--- config.mk ---
export PLATFORM = sky130hd
export DESIGN_NAME = eckc_ctrl
export DESIGN_NICKNAME = d
export VERILOG_FILES = /design/src/hw/eckc_pkg.sv /design/src/hw/eckc_ctrl.sv
export SDC_FILE = /design/constraint.sdc
export NUM_CORES = 1
export LEC_CHECK = 0
export ABC_CLOCK_PERIOD_IN_PS = 4600
export BUFFER_PORTS_ARGS = -buffer_cell sky130_fd_sc_hd__buf_2
export CORE_MARGIN = 4
export CORE_UTILIZATION = 45
export CTS_BUF_LIST = sky130_fd_sc_hd__clkbuf_16
export DETAILED_ROUTE_END_ITERATION = 8
export GPL_TIMING_DRIVEN = 0
export MAX_ROUTING_LAYER = met4
export PLACE_DENSITY = 0.68
export SETUP_SLACK_MARGIN = 0.02
export SLEW_MARGIN = 30
export SYNTH_ARGS = -nofsm -noshare
export SYNTH_HDL_FRONTEND = slang
export SYNTH_SLANG_ARGS = --single-unit
--- constraint.sdc ---
create_clock -name CLK_I -period 4.6 [get_ports CLK_I]
set_input_delay 0 -clock CLK_I [delete_from_list [all_inputs] [get_ports CLK_I]]
set_output_delay 0 -clock CLK_I [all_outputs]
set_load 0.02 [all_outputs]
--- src/hw/eckc_pkg.sv ---
// constants, register map and state type for the canceler mode and gain control
// How it works
// - initial mode entered ~200 ms after reset
// - init-only fields ignore writes outside initial mode
// - initial mode: outputs off, inputs idle, cancelers stopped
// - host select pin high skips initial mode
// - mode 00 init, 10 dual, 11 single
// - dual: both cancelers, delays 44/15 ms
// - single: acoustic canceler only, 59 ms delay
// - effective mode bits OR register with pins
// - leaving initial mode is undone only by reset
// - strobe in initial mode writes data to memory
// - pad bit one enables pads, default 12 dB
// - control bits sampled on rising sync edge
// - slope bypass bit OR pin halts filter
// - noise select pair picks attenuation or bypass
// - noise level latched when initial mode ends
// - receive gain: signed 3 dB steps, 101011 mutes
// - transmit gain coded like receive gain
// - reset clears all control state except the pad levels, which load 8'hAA
package eckc_pkg;

  localparam int unsigned ADDR_W         = 4;
  localparam int unsigned DATA_W         = 8;
  localparam int unsigned GAIN_W         = 6;

  localparam logic [3:0]  OFS_MODE       = 4'h0;
  localparam logic [3:0]  OFS_MEMCTL     = 4'h1;
  localparam logic [3:0]  OFS_RXGAIN     = 4'h2;
  localparam logic [3:0]  OFS_TXGAIN     = 4'h3;
  localparam logic [3:0]  OFS_ADDR_HI    = 4'h6;
  localparam logic [3:0]  OFS_ADDR_LO    = 4'h7;
  localparam logic [3:0]  OFS_DATA_HI    = 4'h8;
  localparam logic [3:0]  OFS_DATA_LO    = 4'h9;
  localparam logic [3:0]  OFS_PADLVL     = 4'hA;
  localparam logic [3:0]  OFS_PCMCTL     = 4'hB;
  localparam logic [3:0]  OFS_NOISE      = 4'hC;
  localparam logic [3:0]  OFS_STATUS     = 4'hF;

  localparam int unsigned MODE_LO_BIT    = 0;
  localparam int unsigned MODE_HI_BIT    = 1;
  localparam int unsigned IOCTL_LSB      = 2;
  localparam int unsigned STROBE_BIT     = 7;
  localparam int unsigned PAD_BIT        = 2;
  localparam int unsigned SLOPE_BIT      = 1;
  localparam int unsigned NOISE_LO_BIT   = 0;
  localparam int unsigned NOISE_HI_BIT   = 2;

  localparam logic [7:0]  MODE_WMASK     = 8'h3F;
  localparam logic [7:0]  MEMCTL_WMASK   = 8'h87;
  localparam logic [7:0]  MEMCTL_INITONLY = 8'h81;
  localparam logic [7:0]  GAIN_WMASK     = 8'h3F;
  localparam logic [7:0]  PCM_WMASK      = 8'h03;
  localparam logic [7:0]  NOISE_WMASK    = 8'h04;
  localparam logic [7:0]  REG_RST        = 8'h00;
  localparam logic [7:0]  PADLVL_RST     = 8'hAA;  // every pad field at 12 dB

  localparam logic [5:0]  GAIN_MUTE      = 6'h2B;
  localparam logic [1:0]  NOISE_BYPASS   = 2'h1;
  localparam logic [1:0]  NOISE_FALLBACK = 2'h0;  // 17 dB

  localparam logic [6:0]  AEC_DUAL_MS    = 7'h2C;  // 44 ms
  localparam logic [6:0]  LEC_DUAL_MS    = 7'h0F;  // 15 ms
  localparam logic [6:0]  AEC_SINGLE_MS  = 7'h3B;  // 59 ms

  localparam int unsigned INIT_WAIT_MS   = 32'h0000_00C8;  // 200 ms
  localparam int unsigned CLK_KHZ        = 32'h0000_9C40;  // 40 MHz
  localparam int unsigned INIT_WAIT_CYC  = INIT_WAIT_MS * CLK_KHZ;

  typedef enum logic [1:0] {
    ST_WAIT   = 2'b00,
    ST_INIT   = 2'b01,
    ST_DUAL   = 2'b10,
    ST_SINGLE = 2'b11
  } eckc_state_t;

endpackage

--- src/hw/eckc_ctrl.sv ---
// mode, memory strobe, bypass and gain control registers of the canceler
//
// Design decisions made here: the strobed register port and the register offsets.
`timescale 1ns/100ps
module eckc_ctrl #(
  parameter int unsigned INIT_WAIT_CYC = eckc_pkg::INIT_WAIT_CYC
) (
  input  wire logic                        CLK_I,
  input  wire logic                        RST_I,
  input  wire logic [eckc_pkg::ADDR_W-1:0] ADDR_I,
  input  wire logic [eckc_pkg::DATA_W-1:0] WR_DATA_I,
  input  wire logic                        WR_I,
  input  wire logic                        RD_I,
  output logic      [eckc_pkg::DATA_W-1:0] RD_DATA_O,
  input  wire logic                        SYNC_I,
  input  wire logic                        HOST_CONTROL_SELECT_I,
  input  wire logic                        CANCELER_COUNT_SELECT_I,
  input  wire logic                        PAD_BYPASS_I,
  input  wire logic                        SLOPE_FILTER_BYPASS_I,
  input  wire logic                        NOISE_SELECT_LOW_I,
  input  wire logic                        NOISE_SELECT_HIGH_I,
  output logic      [1:0]                  MODE_O,
  output logic                             INIT_MODE_O,
  output logic                             DIG_OUT_OE_N_O,
  output logic                             IDLE_INPUT_O,
  output logic                             AEC_RUN_O,
  output logic                             LEC_RUN_O,
  output logic                             NC_RUN_O,
  output logic      [6:0]                  AEC_DELAY_MS_O,
  output logic      [6:0]                  LEC_DELAY_MS_O,
  output logic      [3:0]                  IO_POWER_CTL_O,
  output logic      [1:0]                  PCM_CTL_O,
  output logic                             MEM_WE_O,
  output logic      [15:0]                 MEM_ADDR_O,
  output logic      [15:0]                 MEM_DATA_O,
  output logic                             PAD_ENABLE_O,
  output logic      [7:0]                  PAD_LEVEL_O,
  output logic                             SLOPE_BYPASS_O,
  output logic                             NC_BYPASS_O,
  output logic      [1:0]                  NC_ATTEN_SEL_O,
  output logic      [5:0]                  RX_GAIN_CODE_O,
  output logic                             RX_MUTE_O,
  output logic      [7:0]                  RX_GAIN_DB_O,
  output logic      [5:0]                  TX_GAIN_CODE_O,
  output logic                             TX_MUTE_O,
  output logic      [7:0]                  TX_GAIN_DB_O
);

  localparam int unsigned CNT_W = $clog2(INIT_WAIT_CYC + 1);
  localparam logic [CNT_W-1:0] WAIT_LAST = CNT_W'(INIT_WAIT_CYC - 1);

  //////////////////////////////////////////////////////////////////////////////
  // state

  eckc_pkg::eckc_state_t state_r;
  eckc_pkg::eckc_state_t state_nxt;
  logic [CNT_W-1:0]      wait_cnt_r;
  logic [CNT_W-1:0]      wait_cnt_nxt;
  logic [7:0]            mode_r;
  logic [7:0]            mode_nxt;
  logic [7:0]            memctl_r;
  logic [7:0]            memctl_nxt;
  logic [7:0]            rxgain_r;
  logic [7:0]            rxgain_nxt;
  logic [7:0]            txgain_r;
  logic [7:0]            txgain_nxt;
  logic [7:0]            addr_hi_r;
  logic [7:0]            addr_hi_nxt;
  logic [7:0]            addr_lo_r;
  logic [7:0]            addr_lo_nxt;
  logic [7:0]            data_hi_r;
  logic [7:0]            data_hi_nxt;
  logic [7:0]            data_lo_r;
  logic [7:0]            data_lo_nxt;
  logic [7:0]            padlvl_r;
  logic [7:0]            padlvl_nxt;
  logic [7:0]            pcm_r;
  logic [7:0]            pcm_nxt;
  logic [7:0]            noise_r;
  logic [7:0]            noise_nxt;
  logic [7:0]            rd_data_r;
  logic [7:0]            rd_data_nxt;
  logic                  mem_we_r;
  logic                  mem_we_nxt;
  logic                  sync_d_r;
  logic                  sync_d_nxt;
  logic                  s_pad_r;
  logic                  s_pad_nxt;
  logic                  s_slope_r;
  logic                  s_slope_nxt;
  logic [1:0]            s_noise_r;
  logic [1:0]            s_noise_nxt;
  logic [1:0]            nc_level_r;
  logic [1:0]            nc_level_nxt;
  logic [5:0]            s_rx_r;
  logic [5:0]            s_rx_nxt;
  logic [5:0]            s_tx_r;
  logic [5:0]            s_tx_nxt;
  logic [7:0]            rx_db_r;
  logic [7:0]            rx_db_nxt;
  logic [7:0]            tx_db_r;
  logic [7:0]            tx_db_nxt;

  logic                  in_init;
  logic                  op_mode;
  logic [1:0]            eff_mode;
  logic [1:0]            eff_noise;
  logic                  sync_rise;

  // signed 3 dB steps; sign extension plus shift-add avoids a multiplier
  function automatic logic [7:0] gain_db(input logic [5:0] code);
    logic [7:0] ext;
    ext = {{2{code[5]}}, code};
    if (code == eckc_pkg::GAIN_MUTE) begin
      gain_db = 8'h00;
    end else begin
      gain_db = ext + {ext[6:0], 1'b0};
    end
  endfunction

  //////////////////////////////////////////////////////////////////////////////
  // next-state logic

  always_comb begin
    in_init   = (state_r == eckc_pkg::ST_INIT);
    op_mode   = (state_r == eckc_pkg::ST_DUAL) || (state_r == eckc_pkg::ST_SINGLE);
    eff_mode  = {mode_r[eckc_pkg::MODE_HI_BIT] | HOST_CONTROL_SELECT_I,
                 mode_r[eckc_pkg::MODE_LO_BIT] | CANCELER_COUNT_SELECT_I};
    eff_noise = {noise_r[eckc_pkg::NOISE_HI_BIT] | NOISE_SELECT_HIGH_I,
                 memctl_r[eckc_pkg::NOISE_LO_BIT] | NOISE_SELECT_LOW_I};
    sync_rise = SYNC_I & ~sync_d_r;

    state_nxt    = state_r;
    wait_cnt_nxt = wait_cnt_r;
    mode_nxt     = mode_r;
    memctl_nxt   = memctl_r;
    rxgain_nxt   = rxgain_r;
    txgain_nxt   = txgain_r;
    addr_hi_nxt  = addr_hi_r;
    addr_lo_nxt  = addr_lo_r;
    data_hi_nxt  = data_hi_r;
    data_lo_nxt  = data_lo_r;
    padlvl_nxt   = padlvl_r;
    pcm_nxt      = pcm_r;
    noise_nxt    = noise_r;
    rd_data_nxt  = 8'h00;
    mem_we_nxt   = 1'b0;
    sync_d_nxt   = SYNC_I;
    s_pad_nxt    = s_pad_r;
    s_slope_nxt  = s_slope_r;
    s_noise_nxt  = s_noise_r;
    nc_level_nxt = nc_level_r;
    s_rx_nxt     = s_rx_r;
    s_tx_nxt     = s_tx_r;
    rx_db_nxt    = rx_db_r;
    tx_db_nxt    = tx_db_r;

    // register writes; reserved bits are masked and never stored
    if (WR_I) begin
      case (ADDR_I)
        eckc_pkg::OFS_MODE: begin
          if (in_init) begin
            mode_nxt = WR_DATA_I & eckc_pkg::MODE_WMASK;
          end
        end
        eckc_pkg::OFS_MEMCTL: begin
          if (in_init) begin
            memctl_nxt = WR_DATA_I & eckc_pkg::MEMCTL_WMASK;
            mem_we_nxt = WR_DATA_I[eckc_pkg::STROBE_BIT];
          end else begin
            memctl_nxt = (memctl_r & eckc_pkg::MEMCTL_INITONLY) |
                         (WR_DATA_I & eckc_pkg::MEMCTL_WMASK & ~eckc_pkg::MEMCTL_INITONLY);
          end
        end
        eckc_pkg::OFS_RXGAIN: rxgain_nxt = WR_DATA_I & eckc_pkg::GAIN_WMASK;
        eckc_pkg::OFS_TXGAIN: txgain_nxt = WR_DATA_I & eckc_pkg::GAIN_WMASK;
        eckc_pkg::OFS_ADDR_HI: addr_hi_nxt = WR_DATA_I;
        eckc_pkg::OFS_ADDR_LO: addr_lo_nxt = WR_DATA_I;
        eckc_pkg::OFS_DATA_HI: data_hi_nxt = WR_DATA_I;
        eckc_pkg::OFS_DATA_LO: data_lo_nxt = WR_DATA_I;
        eckc_pkg::OFS_PADLVL: padlvl_nxt = WR_DATA_I;
        eckc_pkg::OFS_PCMCTL: begin
          if (in_init) begin
            pcm_nxt = WR_DATA_I & eckc_pkg::PCM_WMASK;
          end
        end
        eckc_pkg::OFS_NOISE: begin
          if (in_init) begin
            noise_nxt = WR_DATA_I & eckc_pkg::NOISE_WMASK;
          end
        end
        default: ;
      endcase
    end

    // read data stands in the cycle after the strobe only
    if (RD_I) begin
      case (ADDR_I)
        eckc_pkg::OFS_MODE:    rd_data_nxt = mode_r;
        eckc_pkg::OFS_MEMCTL:  rd_data_nxt = memctl_r;
        eckc_pkg::OFS_RXGAIN:  rd_data_nxt = rxgain_r;
        eckc_pkg::OFS_TXGAIN:  rd_data_nxt = txgain_r;
        eckc_pkg::OFS_ADDR_HI: rd_data_nxt = addr_hi_r;
        eckc_pkg::OFS_ADDR_LO: rd_data_nxt = addr_lo_r;
        eckc_pkg::OFS_DATA_HI: rd_data_nxt = data_hi_r;
        eckc_pkg::OFS_DATA_LO: rd_data_nxt = data_lo_r;
        eckc_pkg::OFS_PADLVL:  rd_data_nxt = padlvl_r;
        eckc_pkg::OFS_PCMCTL:  rd_data_nxt = pcm_r;
        eckc_pkg::OFS_NOISE:   rd_data_nxt = noise_r;
        eckc_pkg::OFS_STATUS:  rd_data_nxt = {4'h0, nc_level_r, state_r};
        default:               rd_data_nxt = 8'h00;
      endcase
    end

    // mode sequencing; no path leads back to wait or init except reset
    case (state_r)
      eckc_pkg::ST_WAIT: begin
        wait_cnt_nxt = wait_cnt_r + CNT_W'(1);
        if (wait_cnt_r == WAIT_LAST) begin
          if (HOST_CONTROL_SELECT_I) begin
            state_nxt    = eff_mode[0] ? eckc_pkg::ST_SINGLE : eckc_pkg::ST_DUAL;
            nc_level_nxt = (eff_noise == eckc_pkg::NOISE_BYPASS) ?
                           eckc_pkg::NOISE_FALLBACK : eff_noise;
          end else begin
            state_nxt = eckc_pkg::ST_INIT;
          end
        end
      end
      eckc_pkg::ST_INIT: begin
        case (eff_mode)
          2'b10: state_nxt = eckc_pkg::ST_DUAL;
          2'b11: state_nxt = eckc_pkg::ST_SINGLE;
          default: state_nxt = eckc_pkg::ST_INIT;
        endcase
        if (eff_mode[1]) begin
          nc_level_nxt = (eff_noise == eckc_pkg::NOISE_BYPASS) ?
                         eckc_pkg::NOISE_FALLBACK : eff_noise;
        end
      end
      default: state_nxt = state_r;
    endcase

    // pins and bits reach the datapath only on a rising sync edge
    if (sync_rise) begin
      s_pad_nxt   = memctl_r[eckc_pkg::PAD_BIT] | PAD_BYPASS_I;
      s_slope_nxt = memctl_r[eckc_pkg::SLOPE_BIT] | SLOPE_FILTER_BYPASS_I;
      s_noise_nxt = eff_noise;
      s_rx_nxt    = rxgain_r[eckc_pkg::GAIN_W-1:0];
      s_tx_nxt    = txgain_r[eckc_pkg::GAIN_W-1:0];
      rx_db_nxt   = gain_db(rxgain_r[eckc_pkg::GAIN_W-1:0]);
      tx_db_nxt   = gain_db(txgain_r[eckc_pkg::GAIN_W-1:0]);
    end
  end

  //////////////////////////////////////////////////////////////////////////////
  // registers

  always_ff @(posedge CLK_I or posedge RST_I) begin
    if (RST_I) begin
      state_r    <= eckc_pkg::ST_WAIT;
      wait_cnt_r <= '0;
      mode_r     <= eckc_pkg::REG_RST;
      memctl_r   <= eckc_pkg::REG_RST;
      rxgain_r   <= eckc_pkg::REG_RST;
      txgain_r   <= eckc_pkg::REG_RST;
      addr_hi_r  <= eckc_pkg::REG_RST;
      addr_lo_r  <= eckc_pkg::REG_RST;
      data_hi_r  <= eckc_pkg::REG_RST;
      data_lo_r  <= eckc_pkg::REG_RST;
      padlvl_r   <= eckc_pkg::PADLVL_RST;
      pcm_r      <= eckc_pkg::REG_RST;
      noise_r    <= eckc_pkg::REG_RST;
      rd_data_r  <= 8'h00;
      mem_we_r   <= 1'b0;
      sync_d_r   <= 1'b0;
      s_pad_r    <= 1'b0;
      s_slope_r  <= 1'b0;
      s_noise_r  <= 2'h0;
      nc_level_r <= 2'h0;
      s_rx_r     <= 6'h00;
      s_tx_r     <= 6'h00;
      rx_db_r    <= 8'h00;
      tx_db_r    <= 8'h00;
    end else begin
      state_r    <= state_nxt;
      wait_cnt_r <= wait_cnt_nxt;
      mode_r     <= mode_nxt;
      memctl_r   <= memctl_nxt;
      rxgain_r   <= rxgain_nxt;
      txgain_r   <= txgain_nxt;
      addr_hi_r  <= addr_hi_nxt;
      addr_lo_r  <= addr_lo_nxt;
      data_hi_r  <= data_hi_nxt;
      data_lo_r  <= data_lo_nxt;
      padlvl_r   <= padlvl_nxt;
      pcm_r      <= pcm_nxt;
      noise_r    <= noise_nxt;
      rd_data_r  <= rd_data_nxt;
      mem_we_r   <= mem_we_nxt;
      sync_d_r   <= sync_d_nxt;
      s_pad_r    <= s_pad_nxt;
      s_slope_r  <= s_slope_nxt;
      s_noise_r  <= s_noise_nxt;
      nc_level_r <= nc_level_nxt;
      s_rx_r     <= s_rx_nxt;
      s_tx_r     <= s_tx_nxt;
      rx_db_r    <= rx_db_nxt;
      tx_db_r    <= tx_db_nxt;
    end
  end

  //////////////////////////////////////////////////////////////////////////////
  // outputs: plain decodes of registered state

  assign RD_DATA_O      = rd_data_r;
  assign MODE_O         = op_mode ? state_r : 2'b00;
  assign INIT_MODE_O    = !op_mode;
  assign DIG_OUT_OE_N_O = !op_mode;
  assign IDLE_INPUT_O   = !op_mode;
  assign AEC_RUN_O      = op_mode;
  assign LEC_RUN_O      = (state_r == eckc_pkg::ST_DUAL);
  // noise canceler stays off in initial mode and in bypass
  assign NC_RUN_O       = op_mode && (s_noise_r != eckc_pkg::NOISE_BYPASS);
  assign AEC_DELAY_MS_O = (state_r == eckc_pkg::ST_SINGLE) ? eckc_pkg::AEC_SINGLE_MS :
                          eckc_pkg::AEC_DUAL_MS;
  assign LEC_DELAY_MS_O = (state_r == eckc_pkg::ST_DUAL) ? eckc_pkg::LEC_DUAL_MS : 7'h00;
  assign IO_POWER_CTL_O = mode_r[eckc_pkg::IOCTL_LSB+3:eckc_pkg::IOCTL_LSB];
  assign PCM_CTL_O      = pcm_r[1:0];
  assign MEM_WE_O       = mem_we_r;
  assign MEM_ADDR_O     = {addr_hi_r, addr_lo_r};
  assign MEM_DATA_O     = {data_hi_r, data_lo_r};
  assign PAD_ENABLE_O   = s_pad_r;
  assign PAD_LEVEL_O    = s_pad_r ? padlvl_r : 8'h00;
  assign SLOPE_BYPASS_O = s_slope_r;
  assign NC_BYPASS_O    = (s_noise_r == eckc_pkg::NOISE_BYPASS);
  assign NC_ATTEN_SEL_O = nc_level_r;
  assign RX_GAIN_CODE_O = s_rx_r;
  assign RX_MUTE_O      = (s_rx_r == eckc_pkg::GAIN_MUTE);
  assign RX_GAIN_DB_O   = rx_db_r;
  assign TX_GAIN_CODE_O = s_tx_r;
  assign TX_MUTE_O      = (s_tx_r == eckc_pkg::GAIN_MUTE);
  assign TX_GAIN_DB_O   = tx_db_r;

endmodule

==> flow_summary.html, run 1 <==
<table>
<tr><th>Metric</th><th>Value</th></tr>
<tr><th colspan="2">Timing</th></tr>
<tr><td>Portion of the clock cycle consumed by the worst path in the final layout</td><td>between 40% and 50%</td></tr>
<tr><td>Worst Clk Skew</td><td>between 8 and 9 ps</td></tr>
<tr><td>Count of endpoints failing hold in the final timing report</td><td>0</td></tr>
<tr><td>Highest achievable clock rate</td><td>about 470 MHz</td></tr>
<tr><td>Total negative setup slack</td><td>0 ps</td></tr>
<tr><td>Setup-failing EPs final</td><td>0</td></tr>
<tr><td>Worst-case setup margin in the final layout</td><td>about 2500 ps</td></tr>
<tr><td>Worst slew margin relative to its limit</td><td>between 50% and 60%</td></tr>
<tr><td>Worst-Margin Slew</td><td>~690 ps</td></tr>
<tr><td>Max Slew Vio Count</td><td>0</td></tr>
<tr><td>Tmin final</td><td>between 2000 and 2500 ps</td></tr>
<tr><td>Setup repair after global routing missed its margin</td><td>no</td></tr>
<tr><th colspan="2">Job</th></tr>
<tr><td>Number of max-cap violations</td><td>0</td></tr>
<tr><th colspan="2">Clock tree</th></tr>
<tr><td>Clock Sinks</td><td>about 130</td></tr>
<tr><td>Worst-skew pair later-pin latency</td><td>between 400 and 500 ps</td></tr>
<tr><td>Cts bufs inserted</td><td>17</td></tr>
<tr><td>Clock Root Buffer</td><td>clkbuf_16</td></tr>
<tr><td>Clock-pin transition on the worst setup and hold timing paths</td><td>~50 ps</td></tr>
<tr><td>Post-CTS sizing</td><td>0</td></tr>
<tr><td>Deepest clock path buffer count</td><td>2</td></tr>
<tr><td>TritonCTS clock tree</td><td>built</td></tr>
<tr><td>Number of hold buffers added after cts</td><td>16</td></tr>
<tr><td>Number of levels the H-tree was split into</td><td>4</td></tr>
<tr><td>Post-CTS Setup Bufs</td><td>0</td></tr>
<tr><th colspan="2">Floorplan</th></tr>
<tr><td>I/O pin total</td><td>approximately 140</td></tr>
<tr><td>Floorplan die width</td><td>around 130 um</td></tr>
<tr><td>Die Y</td><td>approximately 130 um</td></tr>
<tr><td>Effective utilization at floorplan</td><td>~46%</td></tr>
<tr><td>DIE AREA</td><td>16500 um^2</td></tr>
<tr><td>Floorplan Core Area</td><td>between 10000 and 15000 um^2</td></tr>
<tr><td>Number of cell rows</td><td>43</td></tr>
<tr><th colspan="2">Placement</th></tr>
<tr><td>Final GP Congestion</td><td>slightly above 0.9</td></tr>
<tr><td>Detailed placer's ending HPWL</td><td>12.3 mm</td></tr>
<tr><td>Buffers on Ports</td><td>about 120</td></tr>
<tr><td>Post-Place Cell Area</td><td>7410 um^2</td></tr>
<tr><td>Worst slack at placement</td><td>2490 ps</td></tr>
<tr><th colspan="2">Synth</th></tr>
<tr><td>Post-Synthesis Cells</td><td>570</td></tr>
<tr><td>Sequential-to-total area share from yosys stat</td><td>51.5%</td></tr>
<tr><td>EDFF count, synth</td><td>0</td></tr>
<tr><td>Fraction of synthesis flops using an asynchronous set or reset pin</td><td>100%</td></tr>
<tr><td>Synth Register Bits</td><td>about 130</td></tr>
<tr><td>Netlist area before placement</td><td>about 6500 um^2</td></tr>
<tr><td>Synthesis warning total</td><td>0</td></tr>
<tr><td>Average cell area after synthesis</td><td>around 11 um^2</td></tr>
<tr><td>Number of distinct library cells after synthesis</td><td>56</td></tr>
<tr><td>Commonest register cell after synthesis</td><td>dfrtp_1</td></tr>
<tr><th colspan="2">Finish</th></tr>
<tr><td>Net count reported at finish</td><td>773</td></tr>
<tr><td>Finished layout cell area</td><td>8090 um^2</td></tr>
<tr><td>Antenna fix cells</td><td>0</td></tr>
<tr><td>Layout Area Growth over Synthesis</td><td>24.1%</td></tr>
<tr><td>Commonest cells after routing, fill and taps aside</td><td>buf_2 (135), dfrtp_1 (130), mux2_2 (77), nand2_1 (42), nor2_1 (27)</td></tr>
<tr><td>Fraction of final layout cells with drive strength greater than 1</td><td>a little over a third</td></tr>
<tr><td>Most common cell after layout, fill and taps aside</td><td>buf_2</td></tr>
<tr><th colspan="2">Critical path</th></tr>
<tr><td>Cell chain of the critical path</td><td>or4_1 &gt; nor4_1 &gt; a41oi_1 &gt; nor2_2 &gt; mux2_1</td></tr>
<tr><td>CP max stage delay</td><td>530 ps</td></tr>
<tr><td>Library cell contributing the largest single delay on the critical path</td><td>or4_1</td></tr>
<tr><td>CP arrival</td><td>2420 ps</td></tr>
<tr><td>Worst endpoint required time</td><td>4890 ps</td></tr>
<tr><td>WS Path Type</td><td>flip-flop to flip-flop</td></tr>
<tr><td>Number of cells on the worst reg-to-reg path</td><td>5</td></tr>
<tr><td>Largest driver fanout on the critical path</td><td>6</td></tr>
<tr><td>Endpoint type of the worst setup path</td><td>flip-flop</td></tr>
<tr><td>Category of the worst setup path launch point</td><td>flip-flop</td></tr>
<tr><td>Setup slack of the worst register-to-register path</td><td>approximately 2500 ps</td></tr>
<tr><th colspan="2">Global routing</th></tr>
<tr><td>Global-route wire length before repair</td><td>about 27 mm</td></tr>
<tr><td>Global-route congestion overflow total</td><td>0</td></tr>
<tr><td>Largest net degree at the start of global routing</td><td>79</td></tr>
<tr><td>Vias in the first global route</td><td>between 5000 and 6000</td></tr>
<tr><td>Number of antenna violations at the first check in global routing</td><td>0</td></tr>
<tr><td>Aggregate global-route resource usage</td><td>between 20% and 30%</td></tr>
<tr><th colspan="2">Min path</th></tr>
<tr><td>Class of the worst hold path</td><td>input pin to flip-flop</td></tr>
<tr><td>Worst hold path stage count</td><td>4</td></tr>
<tr><th colspan="2">Drt</th></tr>
<tr><td>Met2 WL</td><td>slightly above 8 mm</td></tr>
<tr><td>Final wirelength</td><td>between 15 and 20 mm</td></tr>
<tr><td>Starting DRT DRC Count</td><td>445</td></tr>
<tr><td>Length of routed met3 wiring</td><td>1.11 mm</td></tr>
<tr><td>Wire length on met1</td><td>slightly below 8 mm</td></tr>
<tr><td>Total DRC errors in the routed layout</td><td>0</td></tr>
<tr><td>Drt via density</td><td>5.49</td></tr>
<tr><td>Top sig layer</td><td>met4</td></tr>
<tr><td>Wire length per cell</td><td>around 19 um</td></tr>
<tr><td>Vias</td><td>slightly above 5000</td></tr>
<tr><td>Router iterations before antenna repair</td><td>5</td></tr>
<tr><td>Post-route antenna net violation count</td><td>0</td></tr>
<tr><th colspan="2">Pwr</th></tr>
<tr><td>Leakage</td><td>4.00 nW</td></tr>
<tr><td>Power density normalized to cell area</td><td>between 400 and 500 nW/um^2</td></tr>
<tr><td>Peak ir drop on the vdd network</td><td>about 400 uV</td></tr>
<tr><th colspan="2">Status</th></tr>
<tr><td>Run status</td><td>finished clean</td></tr>
</table>
-- state kept, by name (all words and copies together), names as in the netlist, 4 cells and up --
signal,flops
txgain_r,6
TX_GAIN_DB_O,8
data_lo_r,8
mode_r,6
memctl_r,4
RD_DATA_O,8
addr_lo_r,8
data_hi_r,8
RX_GAIN_DB_O,8
TX_GAIN_CODE_O,6
addr_hi_r,8
RX_GAIN_CODE_O,6
padlvl_r,8
rxgain_r,6
wait_cnt_r,23
-- Yosys cell counts (3+ instances only) --
| library cell | instances | share of area (%) |
|---|---|---|
| a21o_1 | 3 | 0.35 |
| a21oi_1 | 13 | 1.0 |
| a22o_1 | 14 | 1.9 |
| a31oi_1 | 9 | 0.86 |
| and2_1 | 9 | 0.86 |
| and3_1 | 11 | 1.1 |
| buf_1 | 6 | 0.35 |
| buf_2 | 12 | 0.92 |
| buf_4 | 19 | 2.2 |
| clkbuf_1 | 13 | 0.75 |
| dfrtp_1 | 130 | 50 |
| dfstp_2 | 4 | 1.6 |
| ha_1 | 15 | 2.9 |
| inv_1 | 16 | 0.92 |
| mux2_2 | 77 | 13 |
| mux2i_1 | 11 | 1.7 |
| nand2_1 | 42 | 2.4 |
| nand3_1 | 24 | 1.8 |
| nand3b_1 | 3 | 0.35 |
| nand4_1 | 8 | 0.77 |
| nor2_1 | 27 | 1.6 |
| nor2b_1 | 6 | 0.58 |
| nor4bb_1 | 3 | 0.46 |
| o21ai_0 | 19 | 1.5 |
| o22ai_1 | 3 | 0.29 |
| xnor2_1 | 17 | 2.3 |
| xor2_1 | 12 | 1.6 |
-- critical path, delay by kind of cell (launching register included) --
kind	cells	cell delay, ps
AND/OR/NAND/NOR	3	1030
flip-flops	1	440
multiplexers	1	340
AO/OA/AOI/OAI	1	190
-- final timing paths --
kind                                             from                       endpoint
max in group asynchronous                       RST_I        padlvl_r[3]$_DFFE_PP1P_
hold reg to reg            wait_cnt_r[21]$_DFFE_PP0N_     wait_cnt_r[21]$_DFFE_PP0N_
setup / recovery            wait_cnt_r[9]$_DFFE_PP0N_  NC_ATTEN_SEL_O[0]$_DFFE_PP0P_
setup reg to reg            wait_cnt_r[9]$_DFFE_PP0N_  NC_ATTEN_SEL_O[0]$_DFFE_PP0P_
min in group asynchronous                       RST_I    TX_GAIN_DB_O[1]$_DFFE_PP0P_
hold / removal                              ADDR_I[3]         RD_DATA_O[1]$_DFF_PP0_
-- report_power, final --
part	switching (mW)	leakage (nW)	internal (mW)
clock network	0.486	0.261	0.721
logic	0.552	2.03	0.405
registers	0.181	1.71	1.39
total	1.22	4.00	2.52
-- cells by family (layout without fill, tap and decap cells) --
group           Yosys count  after routing  share of synthesized area, %
flops                   134            134                          51.5
buf+inv                  67            239                          5.30
other cells               2              6                         0.115
simple gates            155            155                          12.4
mux                      90             90                          15.5
xor+xnor                 29             29                          3.90
fa+ha+maj                17             17                          3.50
compound gates           76             76                          7.72
-- final cells by class --
class,count,area [um^2]
plain buffers,51,285
fillers,1176,5960
inverters,16,67.6
flip-flops and latches,134,3360
multi-input cells,373,2830
clock inverters,15,95.1
well taps,180,225
repair buffers,140,803
clock buffers,17,425
-- per-layer routing --
layer  up-vias  track usage [%]
met5         -                -
met4         0             7.93
met3        31             4.58
met2       195             32.8
met1      2525             29.8
li1       2329                -
-- metrics by stage --
stage / hold slack [ps] / instances / power, mW / util, %
after global placement: 123 / 877 / 2.50 / 52.5
after floorplan: 31.4 / 574 / 2.19 / -
after CTS: 56.4 / 926 / 3.76 / 57.6
final: 73.1 / 926 / 3.74 / 57.6
after global routing: 97.0 / 926 / 3.91 / 57.6
after detailed placement: 51.0 / 878 / 2.54 / 52.7
No activity file was read; power rests on OpenSTA's default activity.
==> inputs of run 2 (changes only) <==
Settings changed: ABC_CLOCK_PERIOD_IN_PS 4600 to 1700, PLACE_DENSITY 0.68 to 0.7.
Clock period 4.6 ns to 1.7 ns, I/O delays scaled along.
==> run 2 against run 1 <==
Combinational power rose to 2.9 times the previous value. Flip-flop and latch count did not move. Die area did not move. The run now ends with setup timing left. Sequential share of layout area fell by 2.6 points. Fmax rose by 11%. Power rose to 2.8 times the previous value. Via count rose by 2.4%. Cell count rose by 3.0%.
==> flow_summary.html, run 2 (synthesized netlist as in run 1, its figures left out) <==
<table>
<tr><th>Metric</th><th>Value</th></tr>
<tr><th colspan="2">Pwr</th></tr>
<tr><td>Design internal power</td><td>just over 7 mW</td></tr>
<tr><td>Combinational power share</td><td>between 20% and 30%</td></tr>
<tr><td>Switching part of the total</td><td>a little under a third</td></tr>
<tr><td>Power density normalized to cell area</td><td>~1200 nW/um^2</td></tr>
<tr><td>Sequential group share of total power</td><td>roughly two fifths</td></tr>
<tr><td>Peak ir drop on the vdd network</td><td>between 500 and 600 uV</td></tr>
<tr><td>Clk network pwr share</td><td>33.6%</td></tr>
<tr><td>Net Switching</td><td>3.39 mW</td></tr>
<tr><td>Total chip power</td><td>around 11 mW</td></tr>
<tr><td>Leakage</td><td>roughly 4.2 nW</td></tr>
<tr><th colspan="2">Finish</th></tr>
<tr><td>Final core occ</td><td>61.5%</td></tr>
<tr><td>Fraction of final layout cells with drive strength greater than 1</td><td>44.1%</td></tr>
<tr><td>Layout Area Growth over Synthesis</td><td>32.6%</td></tr>
<tr><td>Largest reg by FF count</td><td>wait_cnt_r</td></tr>
<tr><td>Most common cell after layout, fill and taps aside</td><td>buf_2</td></tr>
<tr><td>Commonest cells after routing, fill and taps aside</td><td>buf_2 (134), dfrtp_1 (125), mux2_2 (77), buf_4 (40), nand2_1 (38)</td></tr>
<tr><td>Net count reported at finish</td><td>about 800</td></tr>
<tr><td>Max FFs per register</td><td>23</td></tr>
<tr><td>Antenna fix cells</td><td>0</td></tr>
<tr><th colspan="2">Global routing</th></tr>
<tr><td>Global-route wire length before repair</td><td>around 28 mm</td></tr>
<tr><td>Largest net degree at the start of global routing</td><td>32</td></tr>
<tr><td>Number of antenna violations at the first check in global routing</td><td>0</td></tr>
<tr><td>Vias in the first global route</td><td>roughly 5300</td></tr>
<tr><td>Global-route congestion overflow total</td><td>0</td></tr>
<tr><td>Aggregate global-route resource usage</td><td>around 23%</td></tr>
<tr><th colspan="2">Min path</th></tr>
<tr><td>Worst hold path stage count</td><td>4</td></tr>
<tr><td>Hold Startpoint</td><td>ADDR_I[3]</td></tr>
<tr><td>Class of the worst hold path</td><td>input pin to flip-flop</td></tr>
<tr><th colspan="2">Floorplan</th></tr>
<tr><td>Number of cell rows</td><td>43</td></tr>
<tr><td>DIE AREA</td><td>between 15000 and 20000 um^2</td></tr>
<tr><td>Die Y</td><td>approximately 130 um</td></tr>
<tr><td>Effective utilization at floorplan</td><td>46.4%</td></tr>
<tr><td>I/O pin total</td><td>roughly 140</td></tr>
<tr><td>Floorplan Core Area</td><td>14000 um^2</td></tr>
<tr><td>Floorplan die width</td><td>about 130 um</td></tr>
<tr><th colspan="2">Timing</th></tr>
<tr><td>Worst-case setup margin in the final layout</td><td>-214 ps</td></tr>
<tr><td>Worst Clk Skew</td><td>around 6.6 ps</td></tr>
<tr><td>Setup-failing EPs final</td><td>16</td></tr>
<tr><td>Setup repair after global routing missed its margin</td><td>yes</td></tr>
<tr><td>Worst-Margin Slew</td><td>approximately 700 ps</td></tr>
<tr><td>Count of endpoints failing hold in the final timing report</td><td>0</td></tr>
<tr><td>Worst slew margin relative to its limit</td><td>53.4%</td></tr>
<tr><td>Highest achievable clock rate</td><td>522 MHz</td></tr>
<tr><td>Max Slew Vio Count</td><td>0</td></tr>
<tr><td>Portion of the clock cycle consumed by the worst path in the final layout</td><td>113%</td></tr>
<tr><td>Tmin final</td><td>around 1900 ps</td></tr>
<tr><th colspan="2">Drt</th></tr>
<tr><td>Total DRC errors in the routed layout</td><td>0</td></tr>
<tr><td>Router iterations before antenna repair</td><td>5</td></tr>
<tr><td>Final wirelength</td><td>roughly 18 mm</td></tr>
<tr><td>Wire length per cell</td><td>approximately 19 um</td></tr>
<tr><td>Starting DRT DRC Count</td><td>roughly 430</td></tr>
<tr><td>Vias</td><td>5200</td></tr>
<tr><td>Drt via density</td><td>around 5.5</td></tr>
<tr><td>Post-route antenna net violation count</td><td>0</td></tr>
<tr><th colspan="2">Critical path</th></tr>
<tr><td>Reg-to-reg critical path startpoint</td><td>wait_cnt_r[9]$_DFFE_PP0N_</td></tr>
<tr><td>WS Path Type</td><td>flip-flop to flip-flop</td></tr>
<tr><td>Largest driver fanout on the critical path</td><td>2</td></tr>
<tr><td>CP arrival</td><td>between 2000 and 2500 ps</td></tr>
<tr><td>Endpoint type of the worst setup path</td><td>flip-flop</td></tr>
<tr><td>Category of the worst setup path launch point</td><td>flip-flop</td></tr>
<tr><td>Critical path origin</td><td>wait_cnt_r[9]$_DFFE_PP0N_</td></tr>
<tr><td>Number of cells on the worst reg-to-reg path</td><td>5</td></tr>
<tr><td>Worst endpoint required time</td><td>around 2000 ps</td></tr>
<tr><th colspan="2">Clock tree</th></tr>
<tr><td>Worst-skew pair later-pin latency</td><td>~420 ps</td></tr>
<tr><td>TritonCTS clock tree</td><td>built</td></tr>
<tr><td>Cts bufs inserted</td><td>17</td></tr>
<tr><td>Clock-pin transition on the worst setup and hold timing paths</td><td>~50 ps</td></tr>
<tr><td>Clock Sinks</td><td>134</td></tr>
<tr><td>Clock Root Buffer</td><td>clkbuf_16</td></tr>
<tr><td>Deepest clock path buffer count</td><td>2</td></tr>
<tr><td>Number of levels the H-tree was split into</td><td>4</td></tr>
<tr><th colspan="2">Placement</th></tr>
<tr><td>Final GP Congestion</td><td>0.861</td></tr>
<tr><td>Buffers on Ports</td><td>123</td></tr>
<tr><td>Detailed placer's ending HPWL</td><td>~12 mm</td></tr>
<tr><th colspan="2">Status</th></tr>
<tr><td>Violated checks</td><td>setup timing</td></tr>
<tr><td>Run status</td><td>finished, violations left</td></tr>
<tr><th colspan="2">Job</th></tr>
<tr><td>Number of max-cap violations</td><td>0</td></tr>
</table>
run 2: cell count changes in the layout (fill, tap and decap cells not counted), sizes merged:
cell      previous run  this run
buf                162       190
bufinv               1         3
clkinvlp             1         2
inv                 16        18
clkinv              13         8
run 2: stage by stage:
stage	area, um^2	hold WS [ps]	worst slack (ps)	cells	setup TNS (ps)
after global placement	7420	124	-756	877	-100650
after global routing	8640	65.9	-307	954	-3340
after floorplan	6580	31.4	-137	574	-555
after CTS	8460	42.8	-197	945	-1470
final	8640	76.1	-214	954	-1990
after detailed placement	7500	61.8	-312	881	-3410
run 2: what timing repair did:
item                                    in CTS  in global routing
pin swaps                                   11                 21
resized for setup                           27                 27
gates cloned                                 0                  0
setup buffers                               17                  9
endpoints found under the setup margin      36                 35
hold buffers                                16                  0
hold endpoints to repair                   116                  0
run 2: power groups by stage:
stage / logic (mW) / registers, mW / clock network, mW
6_report: 2.79 / 4.28 / 3.57
3_3_place_gp: 2.51 / 4.30 / 0
5_1_grt: 3.02 / 4.36 / 3.77
2_1_floorplan: 1.21 / 4.72 / 0
4_1_cts: 2.74 / 4.27 / 3.61
3_5_place_dp: 2.58 / 4.33 / 0
run 2: per-layer routing:
layer	up-vias	global-route usage, %	wire length, um
met5	-	-	0
met4	0	7.99	316
met3	29	4.13	1090
met2	208	37.5	8990
met1	2589	28.1	7540
li1	2374	-	-
run 2: critical path, cell delays in order, from the launching register on:
cell     delay (ps)
dfrtp_1         390
or4_4           550
nor4_4          210
a41oi_2         150
nor2_2          180
mux2_1          330
run 2: worst paths after layout:
| check | end | slack, ps |
|---|---|---|
| min in group asynchronous | TX_GAIN_DB_O[4]$_DFFE_PP0P_ | 170 |
| max in group asynchronous | padlvl_r[7]$_DFFE_PP1P_ | 720 |
| max reg2reg | NC_ATTEN_SEL_O[0]$_DFFE_PP0P_ | -210 |
| min reg2reg | wait_cnt_r[21]$_DFFE_PP0N_ | 460 |
| min | RD_DATA_O[1]$_DFF_PP0_ | 80 |
| max | NC_ATTEN_SEL_O[0]$_DFFE_PP0P_ | -210 |
run 2: cell type report:
cell class	count	area (um^2)
clock buffer	17	425
timing repair buffer	169	1070
sequential	134	3360
inverter	16	63.8
clock inverter	15	146
fill	1108	5400
buffer	50	288
tap	180	225
multi-input combinational	373	3060
